<file path="src/asp_map.vh">
// Command codes, field positions, reset values and timing counts for sector protection
`ifndef ASP_MAP_VH
`define ASP_MAP_VH

// ----------------------------------------
// Command codes
// ----------------------------------------
`define ASP_OP_WRITE_ENABLE 8'h06
`define ASP_OP_GANG_LOCK 8'h7E
`define ASP_OP_GANG_UNLOCK 8'h98
`define ASP_OP_ADV_SELECT 8'h68
`define ASP_OP_MODE_WRITE 8'h2C
`define ASP_OP_MODE_READ 8'h2D
`define ASP_OP_PASS_WRITE 8'h28
`define ASP_OP_PASS_READ 8'h27
`define ASP_OP_PASS_UNLOCK 8'h29
`define ASP_OP_LOCK_SET 8'hA6
`define ASP_OP_LOCK_READ 8'hA7
`define ASP_OP_SOLID_PROG 8'hE3
`define ASP_OP_SOLID_ERASE 8'hE4
`define ASP_OP_SOLID_READ 8'hE2
`define ASP_OP_DYN_WRITE 8'hE1
`define ASP_OP_DYN_READ 8'hE0
`define ASP_OP_TEMP_WRITE 8'hE5
`define ASP_OP_TEMP_READ 8'hE6
`define ASP_OP_ARRAY_PROG 8'h02
`define ASP_OP_ARRAY_ERASE 8'h20

// ----------------------------------------
// Mode select fields and reset values
// ----------------------------------------
`define ASP_MODE_SOLID_BIT 1
`define ASP_MODE_PASS_BIT 2
`define ASP_MODE_RESET 2'h3
`define ASP_PASS_RESET 64'hFFFFFFFFFFFFFFFF
`define ASP_BYTE_PROT 8'hFF
`define ASP_BYTE_UNPROT 8'h00

// ----------------------------------------
// Command framing
// ----------------------------------------
`define ASP_SINGLE_OP_CLKS 8'h08
`define ASP_QUAD_OP_CLKS 8'h02

// ----------------------------------------
// Timing
// ----------------------------------------
`define ASP_CLK_NS 50
`define ASP_UNLOCK_NS 2000
`define ASP_UNLOCK_CYC ((`ASP_UNLOCK_NS + `ASP_CLK_NS - 1) / `ASP_CLK_NS)
`define ASP_RETRY_NS 100000
`define ASP_RETRY_CYC ((`ASP_RETRY_NS + `ASP_CLK_NS - 1) / `ASP_CLK_NS)
`define ASP_BUSY_CYC 8

`endif

</file>
<file path="src/advanced_sector_protection.v">
// Sector protection core: mode select, lock flag, solid/dynamic bits, password unlock
// Behaviour
// - Two-bit one-time mode register; a programmed mode bit fixes that mode forever.
// - Writing both mode bits to zero at once is aborted.
// - Bit 2 zero selects password, bit 1 zero solid; both default one.
// - Once a mode bit is zero, further mode writes fail and set program-fail.
// - Volatile lock flag, 1 unlocked; defaults 1 in solid, 0 in password mode.
// - In solid mode only reset or power-up unlocks the lock flag.
// - Solid bits per sector: set one at a time, erased all together.
// - Solid bit reads FFh when protected, 00h when not; default 00h.
// - While locked, solid program or erase times out leaving bits unchanged.
// - Password mode unlock needs the correct 64-bit password; effective after 2us.
// - Dynamic bit per sector, FFh after reset, set by dynamic write of FFh, cleared by any other byte.
// - Protected when dynamic bit set, or solid and temporary unprotect both set.
// - Temporary unprotect bit volatile, default one, freely rewritable, reset restores.
// - Gang lock/unlock set or clear all dynamic bits, only after advanced select.
// - Gang commands need a preceding write enable, else ignored.
// - Gang opcode accepted as 8 single-line clocks or 2 quad clocks.
// - Gang command not ending on a byte boundary is rejected.
// - After password mode is chosen the password is unreadable and unprogrammable.
// - Password ships all ones; writes only clear bits; any value is valid.
// - Password mode forces lock flag to locked after reset; power-up loads the lock flag with 1, unlocked.
// - Program or erase on a protected sector is ignored, contents unchanged.
// - Wrong password sets program-fail and sets write-in-progress until the retry delay ends.
// - Wrong password holds busy 100us; correct password skips that delay.
// - After advanced select, all sectors start protected by dynamic bits.
`timescale 1ns/1ps
`include "asp_map.vh"

module advanced_sector_protection #(
  parameter SECTORS = 16,
  parameter SECTOR_W = 4
) (
  // Clock, reset, enable
  input wire i_clk_sys,
  input wire i_rst,
  input wire i_ce,
  input wire i_vol_reset,
  // Decoded command from the serial front end
  input wire i_cmd_valid,
  input wire [7:0] i_cmd_op,
  input wire i_cmd_quad,
  input wire [7:0] i_cmd_clocks,
  input wire [SECTOR_W-1:0] i_cmd_sector,
  input wire [63:0] i_cmd_data,
  // Read answer
  output reg o_rd_valid,
  output reg [63:0] o_rd_data,
  // Status
  output reg o_wip,
  output reg o_wel,
  output reg o_p_fail,
  output reg o_e_fail,
  output reg o_adv_sel,
  output reg o_lock_flag,
  output reg [SECTORS-1:0] o_sector_protected,
  // Array operation launch
  output reg o_array_prog,
  output reg o_array_erase,
  output reg [SECTOR_W-1:0] o_array_sector
);

  // ----------------------------------------
  // States and counts
  // ----------------------------------------
  localparam ST_IDLE = 1'b0;
  localparam ST_BUSY = 1'b1;
  // Integer counts cut to the counter width on purpose
  localparam integer UNLOCK_INT = `ASP_UNLOCK_CYC;
  localparam integer RETRY_INT = `ASP_RETRY_CYC;
  localparam integer BUSY_INT = `ASP_BUSY_CYC;
  localparam [11:0] UNLOCK_CYC = UNLOCK_INT[11:0];
  localparam [11:0] RETRY_CYC = RETRY_INT[11:0];
  localparam [11:0] BUSY_CYC = BUSY_INT[11:0];
  localparam [11:0] CNT_ONE = 12'h001;

  // ----------------------------------------
  // Storage
  // ----------------------------------------
  reg state;
  reg [11:0] busy_cnt;
  reg pend_unlock;
  reg mode_solid;
  reg mode_pass;
  reg [63:0] password;
  reg [SECTORS-1:0] solid_bits;
  reg [SECTORS-1:0] dyn_bits;
  reg temp_unprot;
  wire [SECTORS-1:0] prot_vec;
  wire cmd_take;
  wire wr_ok;
  wire mode_fixed;
  wire gang_framed;
  wire [7:0] d_byte;

  // Byte shown for one protection bit
  function [7:0] prot_byte;
    input bit_in;
    begin
      prot_byte = bit_in ? `ASP_BYTE_PROT : `ASP_BYTE_UNPROT;
    end
  endfunction

  // ----------------------------------------
  // Protection truth table per sector
  // ----------------------------------------
  genvar g;
  generate
    for (g = 0; g < SECTORS; g = g + 1) begin : g_prot
      // Dynamic bit, or solid bit while temporary unprotect is one
      assign prot_vec[g] = o_adv_sel & (dyn_bits[g] | (solid_bits[g] & temp_unprot));
    end
  endgenerate

  // Command qualifiers
  assign cmd_take = i_cmd_valid & (state == ST_IDLE);
  assign wr_ok = o_wel & o_adv_sel;
  assign mode_fixed = ~mode_solid | ~mode_pass;
  assign gang_framed = i_cmd_quad ? (i_cmd_clocks == `ASP_QUAD_OP_CLKS) : (i_cmd_clocks == `ASP_SINGLE_OP_CLKS);
  assign d_byte = i_cmd_data[7:0];

  // ----------------------------------------
  // Main sequencer
  // ----------------------------------------
  always @(posedge i_clk_sys) begin
    if (i_rst) begin
      // Power-up: shipping state for one-time bits, defaults for volatile ones
      state <= ST_IDLE;
      busy_cnt <= 12'h000;
      pend_unlock <= 1'b0;
      mode_solid <= 1'b1;
      mode_pass <= 1'b1;
      password <= `ASP_PASS_RESET;
      solid_bits <= {SECTORS{1'b0}};
      dyn_bits <= {SECTORS{1'b1}};
      temp_unprot <= 1'b1;
      o_rd_valid <= 1'b0;
      o_rd_data <= 64'h0000000000000000;
      o_wip <= 1'b0;
      o_wel <= 1'b0;
      o_p_fail <= 1'b0;
      o_e_fail <= 1'b0;
      o_adv_sel <= 1'b0;
      o_lock_flag <= 1'b1;
      o_sector_protected <= {SECTORS{1'b0}};
      o_array_prog <= 1'b0;
      o_array_erase <= 1'b0;
      o_array_sector <= {SECTOR_W{1'b0}};
    end else if (i_ce) begin
      o_rd_valid <= 1'b0;
      o_array_prog <= 1'b0;
      o_array_erase <= 1'b0;
      o_sector_protected <= prot_vec;
      if (i_vol_reset) begin
        // Reset command or hardware reset: volatile bits to defaults
        state <= ST_IDLE;
        busy_cnt <= 12'h000;
        pend_unlock <= 1'b0;
        dyn_bits <= {SECTORS{1'b1}};
        temp_unprot <= 1'b1;
        o_lock_flag <= mode_pass;
        o_wip <= 1'b0;
        o_wel <= 1'b0;
        o_p_fail <= 1'b0;
        o_e_fail <= 1'b0;
      end else begin
        case (state)
          ST_IDLE: begin
            if (cmd_take) begin
              case (i_cmd_op)
                `ASP_OP_WRITE_ENABLE: begin
                  o_wel <= 1'b1;
                end
                `ASP_OP_ADV_SELECT: begin
                  // One-time switch into advanced sector protection
                  if (o_wel) begin
                    o_adv_sel <= 1'b1;
                    o_wel <= 1'b0;
                  end
                end
                `ASP_OP_MODE_WRITE: begin
                  if (wr_ok) begin
                    o_wel <= 1'b0;
                    if (mode_fixed) begin
                      o_p_fail <= 1'b1;
                    end else if (~i_cmd_data[`ASP_MODE_PASS_BIT] & ~i_cmd_data[`ASP_MODE_SOLID_BIT]) begin
                      o_p_fail <= 1'b1;
                    end else begin
                      // One-time bits only move from one to zero
                      mode_pass <= mode_pass & i_cmd_data[`ASP_MODE_PASS_BIT];
                      mode_solid <= mode_solid & i_cmd_data[`ASP_MODE_SOLID_BIT];
                      o_p_fail <= 1'b0;
                    end
                  end
                end
                `ASP_OP_MODE_READ: begin
                  if (o_adv_sel) begin
                    o_rd_valid <= 1'b1;
                    o_rd_data <= {61'h0, mode_pass, mode_solid, 1'b0};
                  end
                end
                `ASP_OP_PASS_WRITE: begin
                  if (wr_ok) begin
                    o_wel <= 1'b0;
                    if (~mode_pass) begin
                      o_p_fail <= 1'b1;
                    end else begin
                      password <= password & i_cmd_data;
                      o_p_fail <= 1'b0;
                    end
                  end
                end
                `ASP_OP_PASS_READ: begin
                  // Password hidden once password mode is chosen
                  if (o_adv_sel & mode_pass) begin
                    o_rd_valid <= 1'b1;
                    o_rd_data <= password;
                  end
                end
                `ASP_OP_PASS_UNLOCK: begin
                  if (o_adv_sel & ~mode_pass) begin
                    state <= ST_BUSY;
                    o_wip <= 1'b1;
                    if (i_cmd_data == password) begin
                      busy_cnt <= UNLOCK_CYC;
                      pend_unlock <= 1'b1;
                      o_p_fail <= 1'b0;
                    end else begin
                      busy_cnt <= RETRY_CYC;
                      pend_unlock <= 1'b0;
                      o_p_fail <= 1'b1;
                    end
                  end
                end
                `ASP_OP_LOCK_SET: begin
                  if (o_adv_sel) begin
                    o_lock_flag <= 1'b0;
                  end
                end
                `ASP_OP_LOCK_READ: begin
                  if (o_adv_sel) begin
                    o_rd_valid <= 1'b1;
                    o_rd_data <= {63'h0, o_lock_flag};
                  end
                end
                `ASP_OP_SOLID_PROG: begin
                  if (wr_ok) begin
                    o_wel <= 1'b0;
                    state <= ST_BUSY;
                    busy_cnt <= BUSY_CYC;
                    o_wip <= 1'b1;
                    if (o_lock_flag) begin
                      solid_bits[i_cmd_sector] <= 1'b1;
                      o_p_fail <= 1'b0;
                    end else begin
                      o_p_fail <= 1'b1;
                    end
                  end
                end
                `ASP_OP_SOLID_ERASE: begin
                  if (wr_ok) begin
                    o_wel <= 1'b0;
                    state <= ST_BUSY;
                    busy_cnt <= BUSY_CYC;
                    o_wip <= 1'b1;
                    if (o_lock_flag) begin
                      solid_bits <= {SECTORS{1'b0}};
                      o_e_fail <= 1'b0;
                    end else begin
                      o_e_fail <= 1'b1;
                    end
                  end
                end
                `ASP_OP_SOLID_READ: begin
                  if (o_adv_sel) begin
                    o_rd_valid <= 1'b1;
                    o_rd_data <= {56'h0, prot_byte(solid_bits[i_cmd_sector])};
                  end
                end
                `ASP_OP_DYN_WRITE: begin
                  if (wr_ok) begin
                    o_wel <= 1'b0;
                    dyn_bits[i_cmd_sector] <= (d_byte == `ASP_BYTE_PROT);
                  end
                end
                `ASP_OP_DYN_READ: begin
                  if (o_adv_sel) begin
                    o_rd_valid <= 1'b1;
                    o_rd_data <= {56'h0, prot_byte(dyn_bits[i_cmd_sector])};
                  end
                end
                `ASP_OP_TEMP_WRITE: begin
                  if (wr_ok) begin
                    o_wel <= 1'b0;
                    temp_unprot <= i_cmd_data[0];
                  end
                end
                `ASP_OP_TEMP_READ: begin
                  if (o_adv_sel) begin
                    o_rd_valid <= 1'b1;
                    o_rd_data <= {56'h0, prot_byte(temp_unprot)};
                  end
                end
                `ASP_OP_GANG_LOCK: begin
                  // Misframed or unenabled gang commands leave everything alone
                  if (wr_ok & gang_framed) begin
                    o_wel <= 1'b0;
                    dyn_bits <= {SECTORS{1'b1}};
                  end
                end
                `ASP_OP_GANG_UNLOCK: begin
                  if (wr_ok & gang_framed) begin
                    o_wel <= 1'b0;
                    dyn_bits <= {SECTORS{1'b0}};
                  end
                end
                `ASP_OP_ARRAY_PROG: begin
                  if (o_wel) begin
                    o_wel <= 1'b0;
                    state <= ST_BUSY;
                    busy_cnt <= BUSY_CYC;
                    o_wip <= 1'b1;
                    if (prot_vec[i_cmd_sector]) begin
                      o_p_fail <= 1'b1;
                    end else begin
                      o_array_prog <= 1'b1;
                      o_array_sector <= i_cmd_sector;
                      o_p_fail <= 1'b0;
                    end
                  end
                end
                `ASP_OP_ARRAY_ERASE: begin
                  if (o_wel) begin
                    o_wel <= 1'b0;
                    state <= ST_BUSY;
                    busy_cnt <= BUSY_CYC;
                    o_wip <= 1'b1;
                    if (prot_vec[i_cmd_sector]) begin
                      o_e_fail <= 1'b1;
                    end else begin
                      o_array_erase <= 1'b1;
                      o_array_sector <= i_cmd_sector;
                      o_e_fail <= 1'b0;
                    end
                  end
                end
                default: begin
                  o_rd_valid <= 1'b0;
                end
              endcase
            end
          end
          ST_BUSY: begin
            // Count down the busy time, then apply a pending unlock
            if (busy_cnt <= CNT_ONE) begin
              state <= ST_IDLE;
              busy_cnt <= 12'h000;
              o_wip <= 1'b0;
              if (pend_unlock) begin
                o_lock_flag <= 1'b1;
              end
              pend_unlock <= 1'b0;
            end else begin
              busy_cnt <= busy_cnt - CNT_ONE;
            end
          end
          default: begin
            state <= ST_IDLE;
          end
        endcase
      end
    end
  end

endmodule

</file>
<file path="config.mk">
export PLATFORM = sky130hd
export DESIGN_NAME = advanced_sector_protection
export DESIGN_NICKNAME = d
export VERILOG_FILES = /design/src/advanced_sector_protection.v
export VERILOG_INCLUDE_DIRS = /design/src
export SDC_FILE = /design/constraint.sdc
export NUM_CORES = 1
export LEC_CHECK = 0
export BUFFER_PORTS_ARGS = -buffer_cell sky130_fd_sc_hd__buf_2
export CORE_MARGIN = 1
export CORE_UTILIZATION = 50
export CTS_CLUSTER_DIAMETER = 50
export DETAILED_ROUTE_END_ITERATION = 8
export HOLD_SLACK_MARGIN = 0.02
export PLACE_DENSITY = 0.79
export REMOVE_ABC_BUFFERS = 1
export SYNTH_ARGS = -nofsm -noshare
export SYNTH_HDL_FRONTEND = slang
export SYNTH_SLANG_ARGS = --single-unit
</file>
<file path="constraint.sdc">
create_clock -name i_clk_sys -period 2.6 [get_ports i_clk_sys]
set_input_delay 0.13 -clock i_clk_sys [delete_from_list [all_inputs] [get_ports i_clk_sys]]
set_output_delay 0.13 -clock i_clk_sys [all_outputs]
set_load 0.02 [all_outputs]
</file>
==> results by group <==
Yosys
  – Compound-Gate Fraction of Synth Area: 16.67%
  – Adder-cell share of the synthesized area: 8.012%
  – Yosys cell types: 77
  – Synth Area in Simple Gates: 22.35%
  – Cells after Synth: 1179
  – Mux cell area share after synthesis: 8.169%
  – Ys async rst share: 0%
  – Part of the Yosys area used for sequential elements: 40.01%
  – #FFs+latches synth: 206
  – Cell taking the most area after synthesis: dfxtp_1
  – Syn. warnings: 0
  – Xor/xnor share of the synthesized area: 0.4249%
  – EDFF count, synth: 0
  – Largest family of logic cells by synthesized area: simple AND/OR/NAND/NOR gates
  – Top post-synthesis cells by area: dfxtp_1 (40%), ha_1 (8.0%), nand2_1 (6.5%), mux2i_1 (6.3%), a21oi_1 (5.3%)
  – Ys flop type: dfxtp_1
  – Post-Syn Area: 10310 um2
  – Yosys top cell area share: 40.01%
  – Syn avg cell area: 8.742 um2

Power
  – Internal power: 5.373 mW
  – Max rail drop VDD: 548.9 uV
  – Final Power: 7.119 mW
  – Switching Fraction: 24.53%
  – Reg power frac: 45.1%
  – Clock Power Share: 45.6%
  – P_sw: 1.746 mW
  – Static Leak: 5.134 nW
  – PwrDens: 545.8 nW/um2
  – Comb power frac: 9.4%

Layout
  – Proportion of layout cells with a drive suffix above 1: 22.21%
  – Design Area, Final: 13050 um2
  – Area Overhead vs Synth: 26.56%
  – Final net count: 1568
  – Fin cells: 1698

Worst setup path
  – Worst R2R Path Depth: 7
  – Reg2reg end: o_p_fail
  – Critical path endpoint: o_p_fail
  – Crit path DAT: 2910 ps
  – CP Launch Type: flip-flop
  – Crit end category: flip-flop
  – CP Data Required Time: 2980 ps
  – Worst Path Max Fanout: 5
  – Crit Path Class: flip-flop to flip-flop
  – CP startpoint: password[53]
  – Crit Reg-Reg Startpoint: password[53]
  – R2R Setup Slk: 80 ps

Detailed routing
  – Initial DRC count: 885
  – Residual DRC: 0
  – Routed length per instance: 18.61 um
  – Via count: 10267
  – Drt first pass iters: 5
  – Via/cell ratio: 6.047
  – Post-Route WL: 31600 um
  – Antenna Violating Nets Remaining: 0

GRT
  – First-pass GRT wire length: 50140 um
  – Largest net degree at the start of global routing: 65
  – All-layer global routing usage: 28.74%
  – Initial antenna violation count: 2
  – Aggregate global routing overflow: 0
  – Vias in the first global route: 9685

Clock tree
  – CTS clock-pin slew for the worst setup and hold paths: 60 ps
  – Clock sinks: 206
  – Maximum clock path buffer count: 3
  – Clk_lat worst skew: 510 ps
  – CTS root buffer: clkbuf_16
  – CTS buffer count: 25
  – Htree depth: 1
  – Post-CTS setup buffers: 0
  – CTS tree: built

Floorplan
  – Initial Util: 50.94%
  – Core ar.: 20230 um2
  – Die X: 145.6 um
  – Die H: 145.6 um
  – Number of core rows: 52
  – Die ar.: 21190 um2
  – IO Pins: 183

Timing
  – Setup TNS: 0 ps
  – Worst Tran Pin Value: 1031 ps
  – Slew margin rel.: 30.62%
  – Max-slew violations: 0
  – Final Hold Viols: 0
  – PnR worst setup slack: 75.21 ps
  – Final period utilization: 97.11%
  – # setup viols final: 0
  – Minimum clock period: 2525 ps
  – Final Skew: 10.29 ps
  – FMAX: 396.1 MHz

Placed design
  – Placer congestion estimate: 0.9498
  – Pre-CTS worst setup slack: -74.49 ps
  – HPWL after detailed placement: 20330 um
  – DP Area: 11620 um2
  – Placed Instances: 1591
  – IO Port Bufs: 182

Status
  – Run status: completed

Job
  – Max cap viols: 0

Worst hold path
  – Hold WC Path Type: primary input to flip-flop
[flip-flops by register name (all words and copies together), names as in the netlist, 4 cells and up]
signal	count
password	64
o_array_sector	4
solid_bits	16
o_sector_protected	16
dyn_bits	16
o_rd_data	64
busy_cnt	12
[power groups by stage]
stage | logic [mW] | clock network, mW | registers [mW]
2_1_floorplan | 0.276 | 0 | 3.27
5_1_grt | 0.719 | 3.44 | 3.21
6_report | 0.666 | 3.24 | 3.21
3_5_place_dp | 0.564 | 0 | 3.28
3_3_place_gp | 0.552 | 0 | 3.28
4_1_cts | 0.646 | 3.28 | 3.21
[placed cells by master (no fill, tap or decap), drive strengths merged, types with 4 or more instances in the layout]
master       count
buf            236
dfxtp          206
nand2          179
a21oi          110
nand3           76
ha              66
mux2i           65
dlygate4sd3     64
nor2            51
nor4            36
clkbuf          31
o21ai           30
nor3            18
nand4           16
a31oi           16
and2            13
nor2b           12
o221a           12
inv             12
o2bb2ai         10
a211oi          10
nand2b           8
a22oi            8
or4              8
o31ai            8
o211ai           7
mux4             7
or3              7
clkinv           7
a311oi           6
o21a             5
a21o             5
and3             5
nand4b           5
xnor2            5
nor3b            4
nor4bb           4
nand3b           4
nor4b            4
[through the flow]
step,utilization [%],hold slack (ps)
final,64.47,28.99
after detailed placement,57.42,434.7
after global routing,64.47,35.70
after CTS,64.36,22.84
after global placement,57.42,436.0
after floorplan,-,194.6
[area by class of cell]
class	count	area [um2]
fill	1651	7189
multi-input combinational	868	5784
sequential	206	4124
timing repair buffer	300	1997
clock buffer	31	658.1
tap	270	337.8
clock inverter	11	100.1
inverter	11	41.29
antenna	1	2.502
[how the worst min path moves through the flow]
stage	startpoint	to	cells after the start
global placement	o_rd_data[58]	o_rd_data[58]	2
finish	i_cmd_data[5]	password[5]	4
global route	i_cmd_data[27]	password[27]	4
detailed placement	i_cmd_data[1]	mode_solid	3
floorplan	i_rst	busy_cnt[10]	1
CTS	i_cmd_data[5]	password[5]	4
[critical path: stages (launching register included)]
cell	delay [ps]
dfxtp_1	370
ha_1	250
nor4_1	450
nand4_1	160
or4_4	610
a221o_1	310
a22oi_1	160
o31ai_1	90
[metal layers]
metal | track usage, % | vias to the layer above | wire length [um]
met3 | 6.803 | 71 | 3028
met5 | 0 | - | 10
li1 | - | 4803 | -
met2 | 46.85 | 509 | 14520
met1 | 37.61 | 4882 | 13220
met4 | 9.105 | 2 | 820
[Yosys cell counts, drive strengths merged (13+ instances only)]
master and count:
buf 33, a31oi 16, nor3 18, o21ai 30, nand4 16, nor4 36
dfxtp 206, ha 66, nand3 76, clkbuf 61, and2 13, a21oi 110
nor2 51, nand2 179, mux2i 65
[kinds of logic (layout without fill, tap and decap cells)]
| kind of cell | Yosys count | after routing |
|---|---|---|
| fa+ha+maj | 66 | 66 |
| compound gates | 260 | 260 |
| mux | 75 | 75 |
| other cells | 0 | 1 |
| buf+inv | 105 | 353 |
| xor+xnor | 5 | 5 |
| simple gates | 462 | 462 |
| flops | 206 | 206 |
[timing repair]
| action | in CTS | in global routing |
|---|---|---|
| endpoints found under the hold margin | 65 | 0 |
| pin swaps | 0 | 0 |
| resized for setup | 1 | 3 |
| setup endpoints to repair | 6 | 7 |
| hold buffers | 64 | 0 |
No activity file was read; power rests on OpenSTA's default activity.
